$ cat src/dsa_cfg.svh
// Register offsets, field positions, reset values and codes of the short-address DMA engine
`ifndef DSA_CFG_SVH
`define DSA_CFG_SVH

`define DSA_ADDR_W        8
`define DSA_CH_SHIFT      4
`define DSA_OFF_SRC       2'h0
`define DSA_OFF_DST       2'h1
`define DSA_OFF_CNT       2'h2
`define DSA_OFF_CTL       2'h3

`define DSA_CTL_EN        0
`define DSA_CTL_WORD      1
`define DSA_CTL_DOWN      2
`define DSA_CTL_MODE_LO   3
`define DSA_CTL_SINGLE    5
`define DSA_CTL_MEM_DST   6
`define DSA_CTL_DONE      7
`define DSA_CTL_RSV_LO    8
`define DSA_CTL_BLOCK_MODE_ENABLE      11
`define DSA_CTL_BLKSIDE   12
`define DSA_CTL_RSEL_LO   16
`define DSA_CTL_BUSY      20
`define DSA_CTL_W         20
`define DSA_CTL_RST       20'h00000

`define DSA_MODE_SEQ      2'h0
`define DSA_MODE_IDLE     2'h1
`define DSA_MODE_REP      2'h2

`define DSA_RSEL_SCI_TX   4'h6
`define DSA_RSEL_SCI_RX   4'h7
`define DSA_RSEL_ADC      4'h8
`define DSA_RSEL_EXT      4'h9

`define DSA_RESP_OKAY     2'h0
`define DSA_RESP_SLVERR   2'h2

`endif

$ cat src/dsa_pkg.sv
// Types of the short-address DMA engine
package dsa_pkg;
  typedef enum logic [1:0] {
    DSA_ST_IDLE,
    DSA_ST_RD,
    DSA_ST_WR,
    DSA_ST_SGL
  } dsa_state_t;
endpackage : dsa_pkg

$ cat src/dsa_buf.sv
// Two-entry data buffer with valid/ready on both sides
`timescale 1ns/100ps
module dsa_buf #(
  parameter int WIDTH = 16,
  parameter int DEPTH = 2
) (
  input  wire logic             clk_i,
  input  wire logic             rst_i,
  input  wire logic             in_valid_i,
  output logic                  in_ready_o,
  input  wire logic [WIDTH-1:0] in_data_i,
  output logic                  out_valid_o,
  input  wire logic             out_ready_i,
  output logic      [WIDTH-1:0] out_data_o
);
  localparam int PW = (DEPTH > 1) ? $clog2(DEPTH) : 1;

  if (DEPTH < 2 || (DEPTH & (DEPTH - 1)) != 0) begin : g_chk
    $error("dsa_buf: DEPTH must be a power of two, at least 2");
  end

  logic [WIDTH-1:0] mem_q [DEPTH];
  logic [PW-1:0]    wp_q;
  logic [PW-1:0]    rp_q;
  logic [PW:0]      cnt_q;
  wire              push_w = in_valid_i && in_ready_o;
  wire              pop_w  = out_valid_o && out_ready_i;

  assign in_ready_o  = (cnt_q < (PW+1)'(DEPTH));
  assign out_valid_o = (cnt_q != '0);
  assign out_data_o  = mem_q[rp_q];

  always_ff @(posedge clk_i or posedge rst_i) begin
    if (rst_i) begin
      wp_q  <= '0;
      rp_q  <= '0;
      cnt_q <= '0;
    end else begin
      if (push_w) wp_q <= wp_q + 1'b1;
      if (pop_w) rp_q <= rp_q + 1'b1;
      cnt_q <= cnt_q + (PW+1)'(push_w) - (PW+1)'(pop_w);
    end
  end

  always_ff @(posedge clk_i) begin
    if (push_w) mem_q[wp_q] <= in_data_i;
  end
endmodule : dsa_buf

$ cat src/dsa_top.sv
// Short-address DMA engine: channel registers over AXI4-Lite and the bus-side transfer engine
//
// What this block does
// RULE_01 Block pair: enable clear is normal, 01 destination block, 11 source block.
// RULE_02 Software writes zero to three reserved bits; they stay readable, reset zero.
// RULE_03 Each transfer request moves exactly one byte or one word.
// RULE_04 Dual address: read at source address, then write at destination address.
// RULE_05 Sequential mode steps memory address up or down by 1 or 2.
// RULE_06 Sequential and idle count 1 to 65536 then stop; idle keeps address.
// RULE_07 Repeat mode steps, reloads address and count after 1 to 256, continues.
// RULE_08 Single address: one bus cycle, peripheral chosen by the acknowledge pin.
// RULE_09 Single address offers sequential, idle and repeat modes too.
// RULE_10 Up to four channels; external request and single address only on B channels.
// RULE_11 Requests come from timers, serial events, converter end or external input.
//
// Chosen here: the AXI4-Lite interface to the registers and the placing of the registers.
`timescale 1ns/100ps
`include "dsa_cfg.svh"
module dsa_top
  import dsa_pkg::*;
#(
  parameter int NUM_CH = 4
) (
  input  wire logic                  clk_i,
  input  wire logic                  rst_i,
  input  wire logic                  s_awvalid,
  output logic                       s_awready,
  input  wire logic [`DSA_ADDR_W-1:0] s_awaddr,
  input  wire logic                  s_wvalid,
  output logic                       s_wready,
  input  wire logic [31:0]           s_wdata,
  input  wire logic [3:0]            s_wstrb,
  output logic                       s_bvalid,
  input  wire logic                  s_bready,
  output logic      [1:0]            s_bresp,
  input  wire logic                  s_arvalid,
  output logic                       s_arready,
  input  wire logic [`DSA_ADDR_W-1:0] s_araddr,
  output logic                       s_rvalid,
  input  wire logic                  s_rready,
  output logic      [31:0]           s_rdata,
  output logic      [1:0]            s_rresp,
  input  wire logic [5:0]            tmr_match_a_i,
  input  wire logic                  sci_tx_empty_i,
  input  wire logic                  sci_rx_full_i,
  input  wire logic                  adc_end_i,
  input  wire logic [NUM_CH-1:0]     ext_req_i,
  output logic                       mem_req_o,
  output logic                       mem_we_o,
  output logic                       mem_word_o,
  output logic      [31:0]           mem_addr_o,
  output logic      [15:0]           mem_wdata_o,
  input  wire logic [15:0]           mem_rdata_i,
  input  wire logic                  mem_ack_i,
  output logic                       transfer_ack_pin_o
);
  if (NUM_CH < 1 || NUM_CH > 4) begin : g_chk
    $error("dsa_top: NUM_CH must be 1 to 4");
  end

  // Channel state
  logic [31:0]          src_q   [NUM_CH];
  logic [31:0]          dst_q   [NUM_CH];
  logic [15:0]          cnt_q   [NUM_CH];
  logic [31:0]          isrc_q  [NUM_CH];
  logic [31:0]          idst_q  [NUM_CH];
  logic [15:0]          icnt_q  [NUM_CH];
  logic [`DSA_CTL_W-1:0] ctl_q  [NUM_CH];
  logic [NUM_CH-1:0]    done_q;
  logic [NUM_CH-1:0]    pend_q;
  logic [NUM_CH-1:0]    evt_w;
  logic [NUM_CH-1:0]    memdst_w;
  logic [NUM_CH-1:0]    ready_w;
  logic [NUM_CH-1:0]    en_w;

  dsa_state_t state_q;
  logic [1:0]  cur_q;
  logic [31:0] addr_q;
  logic        swe_q;

  wire [8:0] src_vec_w = {adc_end_i, sci_rx_full_i, sci_tx_empty_i, tmr_match_a_i}; // RULE_11

  for (genvar c = 0; c < NUM_CH; c++) begin : g_ch
    wire [3:0] rsel_w = ctl_q[c][`DSA_CTL_RSEL_LO +: 4];
    // External requests reach odd (B) channels only
    assign evt_w[c] = (rsel_w == `DSA_RSEL_EXT) ? (ext_req_i[c] && (c % 2 == 1)) : // RULE_10 RULE_11
                      (rsel_w < 4'h9) ? src_vec_w[rsel_w] : 1'b0;
    assign memdst_w[c] = ctl_q[c][`DSA_CTL_BLOCK_MODE_ENABLE] ? !ctl_q[c][`DSA_CTL_BLKSIDE] // RULE_01
                                                 : ctl_q[c][`DSA_CTL_MEM_DST];
    assign ready_w[c] = pend_q[c] && ctl_q[c][`DSA_CTL_EN]
                        && (!ctl_q[c][`DSA_CTL_SINGLE] || (c % 2 == 1)); // RULE_10
    assign en_w[c] = ctl_q[c][`DSA_CTL_EN];
  end

  // Lowest channel wins; fixed priority keeps the arbiter tiny
  logic [1:0] sel_w;
  logic       any_w;
  always_comb begin
    sel_w = '0;
    any_w = 1'b0;
    for (int i = NUM_CH - 1; i >= 0; i--) begin
      if (ready_w[i]) begin
        sel_w = 2'(i);
        any_w = 1'b1;
      end
    end
  end

  // Data path buffer between read and write bus cycles
  logic buf_in_ready;
  logic buf_out_valid;
  wire  rd_ack_w  = (state_q == DSA_ST_RD) && mem_ack_i;
  wire  wr_ack_w  = (state_q == DSA_ST_WR) && mem_ack_i;
  wire  fin_w     = wr_ack_w || ((state_q == DSA_ST_SGL) && mem_ack_i);
  wire  start_w   = (state_q == DSA_ST_IDLE) && any_w && buf_in_ready;

  dsa_buf #(.WIDTH(16), .DEPTH(2)) u_buf (
    .clk_i       (clk_i),
    .rst_i       (rst_i),
    .in_valid_i  (rd_ack_w),
    .in_ready_o  (buf_in_ready),
    .in_data_i   (mem_rdata_i),
    .out_valid_o (buf_out_valid),
    .out_ready_i (wr_ack_w),
    .out_data_o  (mem_wdata_o)
  );

  // Unit completion arithmetic for the current channel
  wire [1:0]  mode_w  = ctl_q[cur_q][`DSA_CTL_MODE_LO +: 2];
  wire        rep_w   = (mode_w == `DSA_MODE_REP);
  wire        step_w  = (mode_w != `DSA_MODE_IDLE); // RULE_06
  wire [31:0] delta_w = ctl_q[cur_q][`DSA_CTL_WORD] ? 32'h00000002 : 32'h00000001; // RULE_05
  wire [31:0] maddr_w = memdst_w[cur_q] ? dst_q[cur_q] : src_q[cur_q];
  wire [31:0] mnext_w = !step_w ? maddr_w :
                        ctl_q[cur_q][`DSA_CTL_DOWN] ? maddr_w - delta_w : maddr_w + delta_w; // RULE_05
  // Repeat counts live in the low byte, so 0 there stands for 256
  wire        last_w  = rep_w ? (cnt_q[cur_q][7:0] == 8'h01) : (cnt_q[cur_q] == 16'h0001); // RULE_06 RULE_07

  // AXI4-Lite slave
  logic                   aw_hold_q;
  logic                   w_hold_q;
  logic [`DSA_ADDR_W-1:0] awaddr_q;
  logic [31:0]            wdata_q;
  logic [3:0]             wstrb_q;
  logic                   bvalid_q;
  logic [1:0]             bresp_q;
  logic                   rvalid_q;
  logic [31:0]            rdata_q;
  logic [1:0]             rresp_q;

  assign s_awready = !aw_hold_q && !bvalid_q;
  assign s_wready  = !w_hold_q && !bvalid_q;
  assign s_arready = !rvalid_q;
  assign s_bvalid  = bvalid_q;
  assign s_bresp   = bresp_q;
  assign s_rvalid  = rvalid_q;
  assign s_rdata   = rdata_q;
  assign s_rresp   = rresp_q;

  wire       do_wr_w  = aw_hold_q && w_hold_q && !bvalid_q;
  wire [1:0] wch_w    = awaddr_q[`DSA_CH_SHIFT +: 2];
  wire [1:0] wreg_w   = awaddr_q[3:2];
  wire       wok_w    = (awaddr_q[7:6] == 2'h0) && (32'(wch_w) < NUM_CH);
  wire [1:0] rch_w    = s_araddr[`DSA_CH_SHIFT +: 2];
  wire [1:0] rreg_w   = s_araddr[3:2];
  wire       rok_w    = (s_araddr[7:6] == 2'h0) && (32'(rch_w) < NUM_CH);
  wire [31:0] ctl_rd_w = rok_w ? {11'h000, (state_q != DSA_ST_IDLE) && (cur_q == rch_w),
                                  ctl_q[rch_w][19:8], done_q[rch_w], ctl_q[rch_w][6:0]} : 32'h00000000;
  wire [31:0] rd_w = !rok_w ? 32'h00000000 :
                     (rreg_w == `DSA_OFF_SRC) ? src_q[rch_w] :
                     (rreg_w == `DSA_OFF_DST) ? dst_q[rch_w] :
                     (rreg_w == `DSA_OFF_CNT) ? {16'h0000, cnt_q[rch_w]} : ctl_rd_w;

  function automatic logic [31:0] merge(input logic [31:0] old, input logic [31:0] nw, input logic [3:0] be);
    logic [31:0] r;
    r = old;
    for (int b = 0; b < 4; b++) begin
      if (be[b]) r[8*b +: 8] = nw[8*b +: 8];
    end
    return r;
  endfunction : merge

  always_ff @(posedge clk_i or posedge rst_i) begin
    if (rst_i) begin
      aw_hold_q <= 1'b0;
      w_hold_q  <= 1'b0;
      awaddr_q  <= '0;
      wdata_q   <= '0;
      wstrb_q   <= '0;
      bvalid_q  <= 1'b0;
      bresp_q   <= `DSA_RESP_OKAY;
      rvalid_q  <= 1'b0;
      rdata_q   <= '0;
      rresp_q   <= `DSA_RESP_OKAY;
    end else begin
      if (s_awvalid && s_awready) begin
        aw_hold_q <= 1'b1;
        awaddr_q  <= s_awaddr;
      end
      if (s_wvalid && s_wready) begin
        w_hold_q <= 1'b1;
        wdata_q  <= s_wdata;
        wstrb_q  <= s_wstrb;
      end
      if (do_wr_w) begin
        aw_hold_q <= 1'b0;
        w_hold_q  <= 1'b0;
        bvalid_q  <= 1'b1;
        bresp_q   <= wok_w ? `DSA_RESP_OKAY : `DSA_RESP_SLVERR;
      end else if (s_bready) begin
        bvalid_q <= 1'b0;
      end
      if (s_arvalid && s_arready) begin
        rvalid_q <= 1'b1;
        rdata_q  <= rd_w;
        rresp_q  <= rok_w ? `DSA_RESP_OKAY : `DSA_RESP_SLVERR;
      end else if (s_rready) begin
        rvalid_q <= 1'b0;
      end
    end
  end

  // Channel registers, pending requests and the engine. Engine updates come after
  // software writes, so a finishing unit wins over a same-cycle write to that channel.
  always_ff @(posedge clk_i or posedge rst_i) begin
    if (rst_i) begin
      for (int c = 0; c < NUM_CH; c++) begin
        src_q[c]  <= '0;
        dst_q[c]  <= '0;
        cnt_q[c]  <= '0;
        isrc_q[c] <= '0;
        idst_q[c] <= '0;
        icnt_q[c] <= '0;
        ctl_q[c]  <= `DSA_CTL_RST; // RULE_02
      end
      done_q  <= '0;
      pend_q  <= '0;
      state_q <= DSA_ST_IDLE;
      cur_q   <= '0;
      addr_q  <= '0;
      swe_q   <= 1'b0;
    end else begin
      if (do_wr_w && wok_w) begin
        unique case (wreg_w)
          `DSA_OFF_SRC: begin
            src_q[wch_w]  <= merge(src_q[wch_w], wdata_q, wstrb_q);
            isrc_q[wch_w] <= merge(src_q[wch_w], wdata_q, wstrb_q);
          end
          `DSA_OFF_DST: begin
            dst_q[wch_w]  <= merge(dst_q[wch_w], wdata_q, wstrb_q);
            idst_q[wch_w] <= merge(dst_q[wch_w], wdata_q, wstrb_q);
          end
          `DSA_OFF_CNT: begin
            cnt_q[wch_w]  <= 16'(merge({16'h0000, cnt_q[wch_w]}, wdata_q, wstrb_q));
            icnt_q[wch_w] <= 16'(merge({16'h0000, cnt_q[wch_w]}, wdata_q, wstrb_q));
          end
          `DSA_OFF_CTL: begin
            // Reserved bits 10:8 are stored as written
            ctl_q[wch_w]  <= `DSA_CTL_W'(merge(32'(ctl_q[wch_w]), wdata_q, wstrb_q)); // RULE_02
            done_q[wch_w] <= 1'b0;
          end
        endcase
      end
      // New request wins over the grant; a disabled channel keeps none, so enabling never fires a stale one
      pend_q <= ((pend_q & ~(start_w ? (NUM_CH'(1) << sel_w) : '0)) | evt_w) & en_w; // RULE_03
      unique case (state_q)
        DSA_ST_IDLE: begin
          if (start_w) begin
            cur_q <= sel_w;
            if (ctl_q[sel_w][`DSA_CTL_SINGLE]) begin
              addr_q  <= memdst_w[sel_w] ? dst_q[sel_w] : src_q[sel_w]; // RULE_09
              swe_q   <= memdst_w[sel_w];
              state_q <= DSA_ST_SGL; // RULE_08
            end else begin
              addr_q  <= src_q[sel_w]; // RULE_04
              state_q <= DSA_ST_RD;
            end
          end
        end
        DSA_ST_RD: begin
          if (mem_ack_i) begin
            addr_q  <= dst_q[cur_q]; // RULE_04
            state_q <= DSA_ST_WR;
          end
        end
        DSA_ST_WR, DSA_ST_SGL: begin
          if (mem_ack_i) begin
            state_q <= DSA_ST_IDLE; // RULE_03
          end
        end
      endcase
      if (fin_w) begin
        if (last_w && rep_w) begin
          src_q[cur_q] <= isrc_q[cur_q]; // RULE_07
          dst_q[cur_q] <= idst_q[cur_q];
          cnt_q[cur_q] <= icnt_q[cur_q];
        end else begin
          if (memdst_w[cur_q]) dst_q[cur_q] <= mnext_w; // RULE_05
          else src_q[cur_q] <= mnext_w;
          cnt_q[cur_q] <= cnt_q[cur_q] - 16'h0001;
          if (last_w) begin
            ctl_q[cur_q][`DSA_CTL_EN] <= 1'b0; // RULE_06
            done_q[cur_q]             <= 1'b1;
          end
        end
      end
    end
  end

  // Bus strobes; the acknowledge pin replaces the I/O address in single mode
  assign mem_req_o          = (state_q == DSA_ST_WR) ? buf_out_valid : (state_q != DSA_ST_IDLE);
  assign mem_we_o           = (state_q == DSA_ST_WR) || ((state_q == DSA_ST_SGL) && swe_q);
  assign mem_word_o         = ctl_q[cur_q][`DSA_CTL_WORD];
  assign mem_addr_o         = addr_q;
  assign transfer_ack_pin_o = (state_q == DSA_ST_SGL); // RULE_08

  // Checks
  a_rd_then_wr: assert property (@(posedge clk_i) disable iff (rst_i) // RULE_04
    rd_ack_w |=> (state_q == DSA_ST_WR) && mem_we_o && mem_addr_o == $past(dst_q[cur_q]))
    else $error("read cycle not followed by write to destination");
  a_single_one: assert property (@(posedge clk_i) disable iff (rst_i) // RULE_08
    (transfer_ack_pin_o && mem_ack_i) |=> !transfer_ack_pin_o && state_q == DSA_ST_IDLE)
    else $error("single transfer took more than one bus cycle");
  a_single_bchan: assert property (@(posedge clk_i) disable iff (rst_i) // RULE_10
    transfer_ack_pin_o |-> cur_q[0])
    else $error("single address on an A channel");
  a_one_unit: assert property (@(posedge clk_i) disable iff (rst_i) // RULE_03
    start_w |-> pend_q[sel_w] ##1 (mem_req_o && state_q != DSA_ST_IDLE))
    else $error("unit started without pending request");
  a_unit_end: assert property (@(posedge clk_i) disable iff (rst_i) // RULE_03
    fin_w |=> state_q == DSA_ST_IDLE && !mem_req_o)
    else $error("engine went on without a new request");
  a_seq_step: assert property (@(posedge clk_i) disable iff (rst_i) // RULE_05
    (fin_w && mode_w == `DSA_MODE_SEQ && !last_w && !memdst_w[cur_q] && !ctl_q[cur_q][`DSA_CTL_DOWN])
    |=> src_q[$past(cur_q)] == $past(src_q[cur_q]) + $past(delta_w))
    else $error("sequential address step wrong");
  a_idle_fixed: assert property (@(posedge clk_i) disable iff (rst_i) // RULE_06
    (fin_w && mode_w == `DSA_MODE_IDLE && !do_wr_w) |=> $stable(src_q[cur_q]) && $stable(dst_q[cur_q]))
    else $error("idle mode address moved");
  a_count_stop: assert property (@(posedge clk_i) disable iff (rst_i) // RULE_06
    (fin_w && last_w && !rep_w) |=> !ctl_q[$past(cur_q)][`DSA_CTL_EN] && done_q[$past(cur_q)])
    else $error("channel did not stop at count end");
  a_rep_reload: assert property (@(posedge clk_i) disable iff (rst_i) // RULE_07
    (fin_w && last_w && rep_w) |=> cnt_q[$past(cur_q)] == $past(icnt_q[cur_q])
      && ctl_q[$past(cur_q)][`DSA_CTL_EN])
    else $error("repeat mode did not reload");
  a_blk_side: assert property (@(posedge clk_i) disable iff (rst_i) // RULE_01
    (fin_w && ctl_q[cur_q][`DSA_CTL_BLOCK_MODE_ENABLE] && step_w && !last_w && !do_wr_w)
    |=> (ctl_q[cur_q][`DSA_CTL_BLKSIDE] ? ($stable(dst_q[cur_q]) && !$stable(src_q[cur_q]))
                                        : ($stable(src_q[cur_q]) && !$stable(dst_q[cur_q]))))
    else $error("block side select ignored");
endmodule : dsa_top

$ cat config.mk
export PLATFORM = sky130hd
export DESIGN_NAME = dsa_top
export DESIGN_NICKNAME = d
export VERILOG_FILES = /design/src/dsa_pkg.sv /design/src/dsa_buf.sv /design/src/dsa_top.sv
export VERILOG_INCLUDE_DIRS = /design/src
export SDC_FILE = /design/constraint.sdc
export NUM_CORES = 2
export LEC_CHECK = 0
export ABC_AREA = 1
export BUFFER_PORTS_ARGS = -buffer_cell sky130_fd_sc_hd__buf_2
export CELL_PAD_IN_SITES_DETAIL_PLACEMENT = 0
export CELL_PAD_IN_SITES_GLOBAL_PLACEMENT = 2
export CORE_MARGIN = 10
export CORE_UTILIZATION = 36
export CTS_BUF_LIST = sky130_fd_sc_hd__clkbuf_16
export DETAILED_ROUTE_END_ITERATION = 6
export HOLD_SLACK_MARGIN = 0.15
export PLACE_DENSITY_LB_ADDON = 0.08
export RECOVER_POWER = 100
export SYNTH_ARGS = -nofsm -noshare
export SYNTH_HDL_FRONTEND = slang
export SYNTH_HIERARCHICAL = 1
export SYNTH_SLANG_ARGS = --single-unit
$ cat constraint.sdc
create_clock -name clk_i -period 30.6 [get_ports clk_i]
set_input_delay 0 -clock clk_i [delete_from_list [all_inputs] [get_ports clk_i]]
set_output_delay 0 -clock clk_i [all_outputs]
set_load 0.05 [all_outputs]
==> impl_metrics.env <==
export IMPL_synth_top_family_by_area="simple AND/OR/NAND/NOR gates"
export IMPL_met1_length_um=129900
export IMPL_failed_checks="DRC, capacitance limit, slew limit"
export IMPL_fillerInstances=15877
export IMPL_initial_utilization=0.3630
export IMPL_post_route_period_util=0.5219
export IMPL_status="finished with violations"
export IMPL_ys_ff_latch=877
export IMPL_setup_violations_final=0
export IMPL_cts_hold_buf=158
export IMPL_track_usage=0.3611
export IMPL_grt_max_degree=134
export IMPL_multi_input_area_um2=27280
export IMPL_p_total_w=0.007043
export IMPL_fin_util=0.4139
export IMPL_rows=142
export IMPL_synth_distinct_cells=62
export IMPL_clockBufferDepth=3
export IMPL_synth_async_sr_flop_share=0.9635
export IMPL_port_buffers=173
export IMPL_ys_warn_count=6
export IMPL_htree_levels=3
export IMPL_cts_tree="done"
export IMPL_hold_slack_ps=277.2
export IMPL_worst_path_max_delay_cell="clkbuf_1"
export IMPL_yosysSeqAreaShare=0.4056
export IMPL_clock_root_buffer="clkbuf_16"
export IMPL_synth_avg_cell_area_um2=6.872
export IMPL_die_area_um2=167400
export IMPL_chipHeight_um=409.1
export IMPL_cp_data_required_time_ps=31220
export IMPL_wl_met2_um=129900
export IMPL_antenna_found_initial=20
export IMPL_remaining_drc_errors=2
export IMPL_drv_cap=75
export IMPL_yosysMostFrequentCell="nand2_1"
export IMPL_wl_per_cell_um=31.09
export IMPL_synth_top_area_cell="dfrtp_1"
export IMPL_syn_inst=7931
export IMPL_core_area_um2=150100
export IMPL_vias_per_cell=6.001
export IMPL_synth_area_top_cells="dfrtp_1 39%, nand2_1 16%, o21ai_0 9.1%"
export IMPL_max_clock_freq_mhz=62.62
export IMPL_hold_path_class="input pin to asynchronous set/reset pin"
export IMPL_dp_hpwl_um=197800
export IMPL_place_congestion=0.9572
export IMPL_post_cts_buffers=0
export IMPL_power_density_nw_per_um2=113.3
export IMPL_cts_resized=0
export IMPL_final_nets=8171
export IMPL_synth_compound_area_frac=0.2326
export IMPL_leakagePower_nw=28.86
export IMPL_dr_first_iter_drc_count=8288
export IMPL_antenna_left=0
export IMPL_worst_pin_slew_ps=7755
export IMPL_gr_total_overflow=0
export IMPL_finalNonFillerCells=10153
export IMPL_synthAdderAreaFrac=0.008861
export IMPL_slew_viol_final=2692
export IMPL_r2r_setup_slack_ps=14630
export IMPL_grt_pass1_wl_um=439000
export IMPL_max_slew_margin=-4.170
export IMPL_endpoint_kind="flop"
export IMPL_worstPathArrival_ps=16580
export IMPL_synth_top_cell_area_share=0.3880
export IMPL_layout_drive_gt1_share=0.05349
export IMPL_dp_cells=9788
export IMPL_routed_wl_um=315700
export IMPL_met3WireLength_um=38390
export IMPL_synth_xor_area_share=0.003214
export IMPL_period_minus_slack_ps=15970
export IMPL_crit_buf_inv=5
export IMPL_synth_simple_area_share=0.2455
export IMPL_via_count=60924
export IMPL_clkTransAtPathRegs_ps=60
export IMPL_crit_type="flop to flop"
export IMPL_vdd_ir_drop_max_uv=100.4
export IMPL_start_kind="flop"
export IMPL_cts_buffers=112
export IMPL_dieWidth_um=409.1
export IMPL_setup_tns_ps=0
export IMPL_muxShareOfSynthArea=0.006772
export IMPL_path_delay_family="buffers and inverters"
export IMPL_grt_pass1_vias=56605
export IMPL_clock_latency_ps=770
export IMPL_cts_sinks=877
export IMPL_firstDrtPassIters=7
export IMPL_syn_area_um2=54500
export IMPL_area_growth_pct=14.01
export IMPL_seq_area_um2=22110
export IMPL_crit_path_cell_trace="inv_1 > nand2_1 > clkbuf_1 > o22ai_1 > nor2_1 > nand2_1 > nor2_1 > nand3_1 > nand2_1 > clkbuf_1 > inv_1 > nor2_1 > inv_1 > nand2_1 > o21ai_0"
export IMPL_top_level_ports=182
export IMPL_synth_flop_cell="dfrtp_1"
export IMPL_cpPeakStageDelay_ps=3250
export IMPL_skew_ps=42.29
export IMPL_highest_layer="met5"
export IMPL_cp_max_fo=44
export IMPL_rsz0062_at_grt="no"
export IMPL_finalHoldViolations=0
export IMPL_synth_common_cells="2,367 x nand2_1, 994 x o21ai_0, 856 x inv_1"
export IMPL_synth_edff_count=32
export IMPL_crit_path_frequent_cell="nand2_1"
## routing by layer
layer | GRT usage | vias up
met3 | 0.09218 | 781
met5 | 0 | -
met2 | 0.5276 | 3874
li1 | - | 26621
met1 | 0.4974 | 29632
met4 | 0.1650 | 16
## flip-flops by register name, summed over array words and instances, names as in the netlist, 6 cells and up
signal	count
awaddr_q	6
cnt_q	64
ctl_q	76
dst_q	128
icnt_q	64
idst_q	128
isrc_q	128
mem_addr_o	32
s_rdata	32
src_q	128
u_buf/mem_q	32
wdata_q	32
## power by group
part / total, W / switching, W / leakage (nW) / internal (W)
sequential: 0.00178 / 0.000264 / 11.4 / 0.00151
clock: 0.00134 / 0.000580 / 1.88 / 0.000757
combinational: 0.00393 / 0.00300 / 15.6 / 0.000925
## logic make-up after synthesis
| group | count (synthesis) |
|---|---|
| mux | 33 |
| flops | 877 |
| other cells | 1 |
| buf+inv | 1371 |
| compound gates | 2245 |
| xor+xnor | 20 |
| fa+ha+maj | 38 |
| simple gates | 3346 |
## tightest hold or removal path, stage by stage
cell	delay (ps)
dlygate4sd3_1	540
buf_2	120
dlygate4sd3_1	570
inv_1	180
## metrics by stage
step,area (µm²),setup slack [ps]
2_1_floorplan,54510,6972
4_1_cts,62660,24130
5_1_grt,62130,14520
6_report,62140,14630
3_5_place_dp,57520,24150
3_3_place_gp,57520,24110
## layout by cell type (no fill, tap or decap), types with 104 or more instances in the layout
cell,instances
clkbuf_16,115
dlygate4sd3_1,158
o21ai_0,1010
inv_1,895
nand2_1,2363
nand3_1,355
dfrtp_1,845
nor2_1,448
o211ai_1,104
o22ai_1,338
clkbuf_1,151
a21oi_1,512
## final cells by class
type                            count  area share
Clock buffer                      115     0.04631
Clock inverter                     88     0.01091
Timing Repair Buffer              487     0.05364
Inverter                          882     0.05362
Antenna cell                        4   0.0001611
Multi-Input combinational cell   5684      0.4390
Tap cell                         2016     0.04059
Sequential cell                   877      0.3558
## final timing paths
kind | start | to | cells past startpoint
max | cur_q[1] | dst_q[72] | 15
min | rst_i | u_buf/cnt_q[0] | 4
max reg2reg | cur_q[1] | dst_q[72] | 15
min reg2reg | isrc_q[121] | isrc_q[121] | 2
max in group asynchronous | rst_i | icnt_q[20] | 6
min in group clk_i | s_araddr[5] | s_rdata[2] | 6
(Power assumes the default switching activity.)
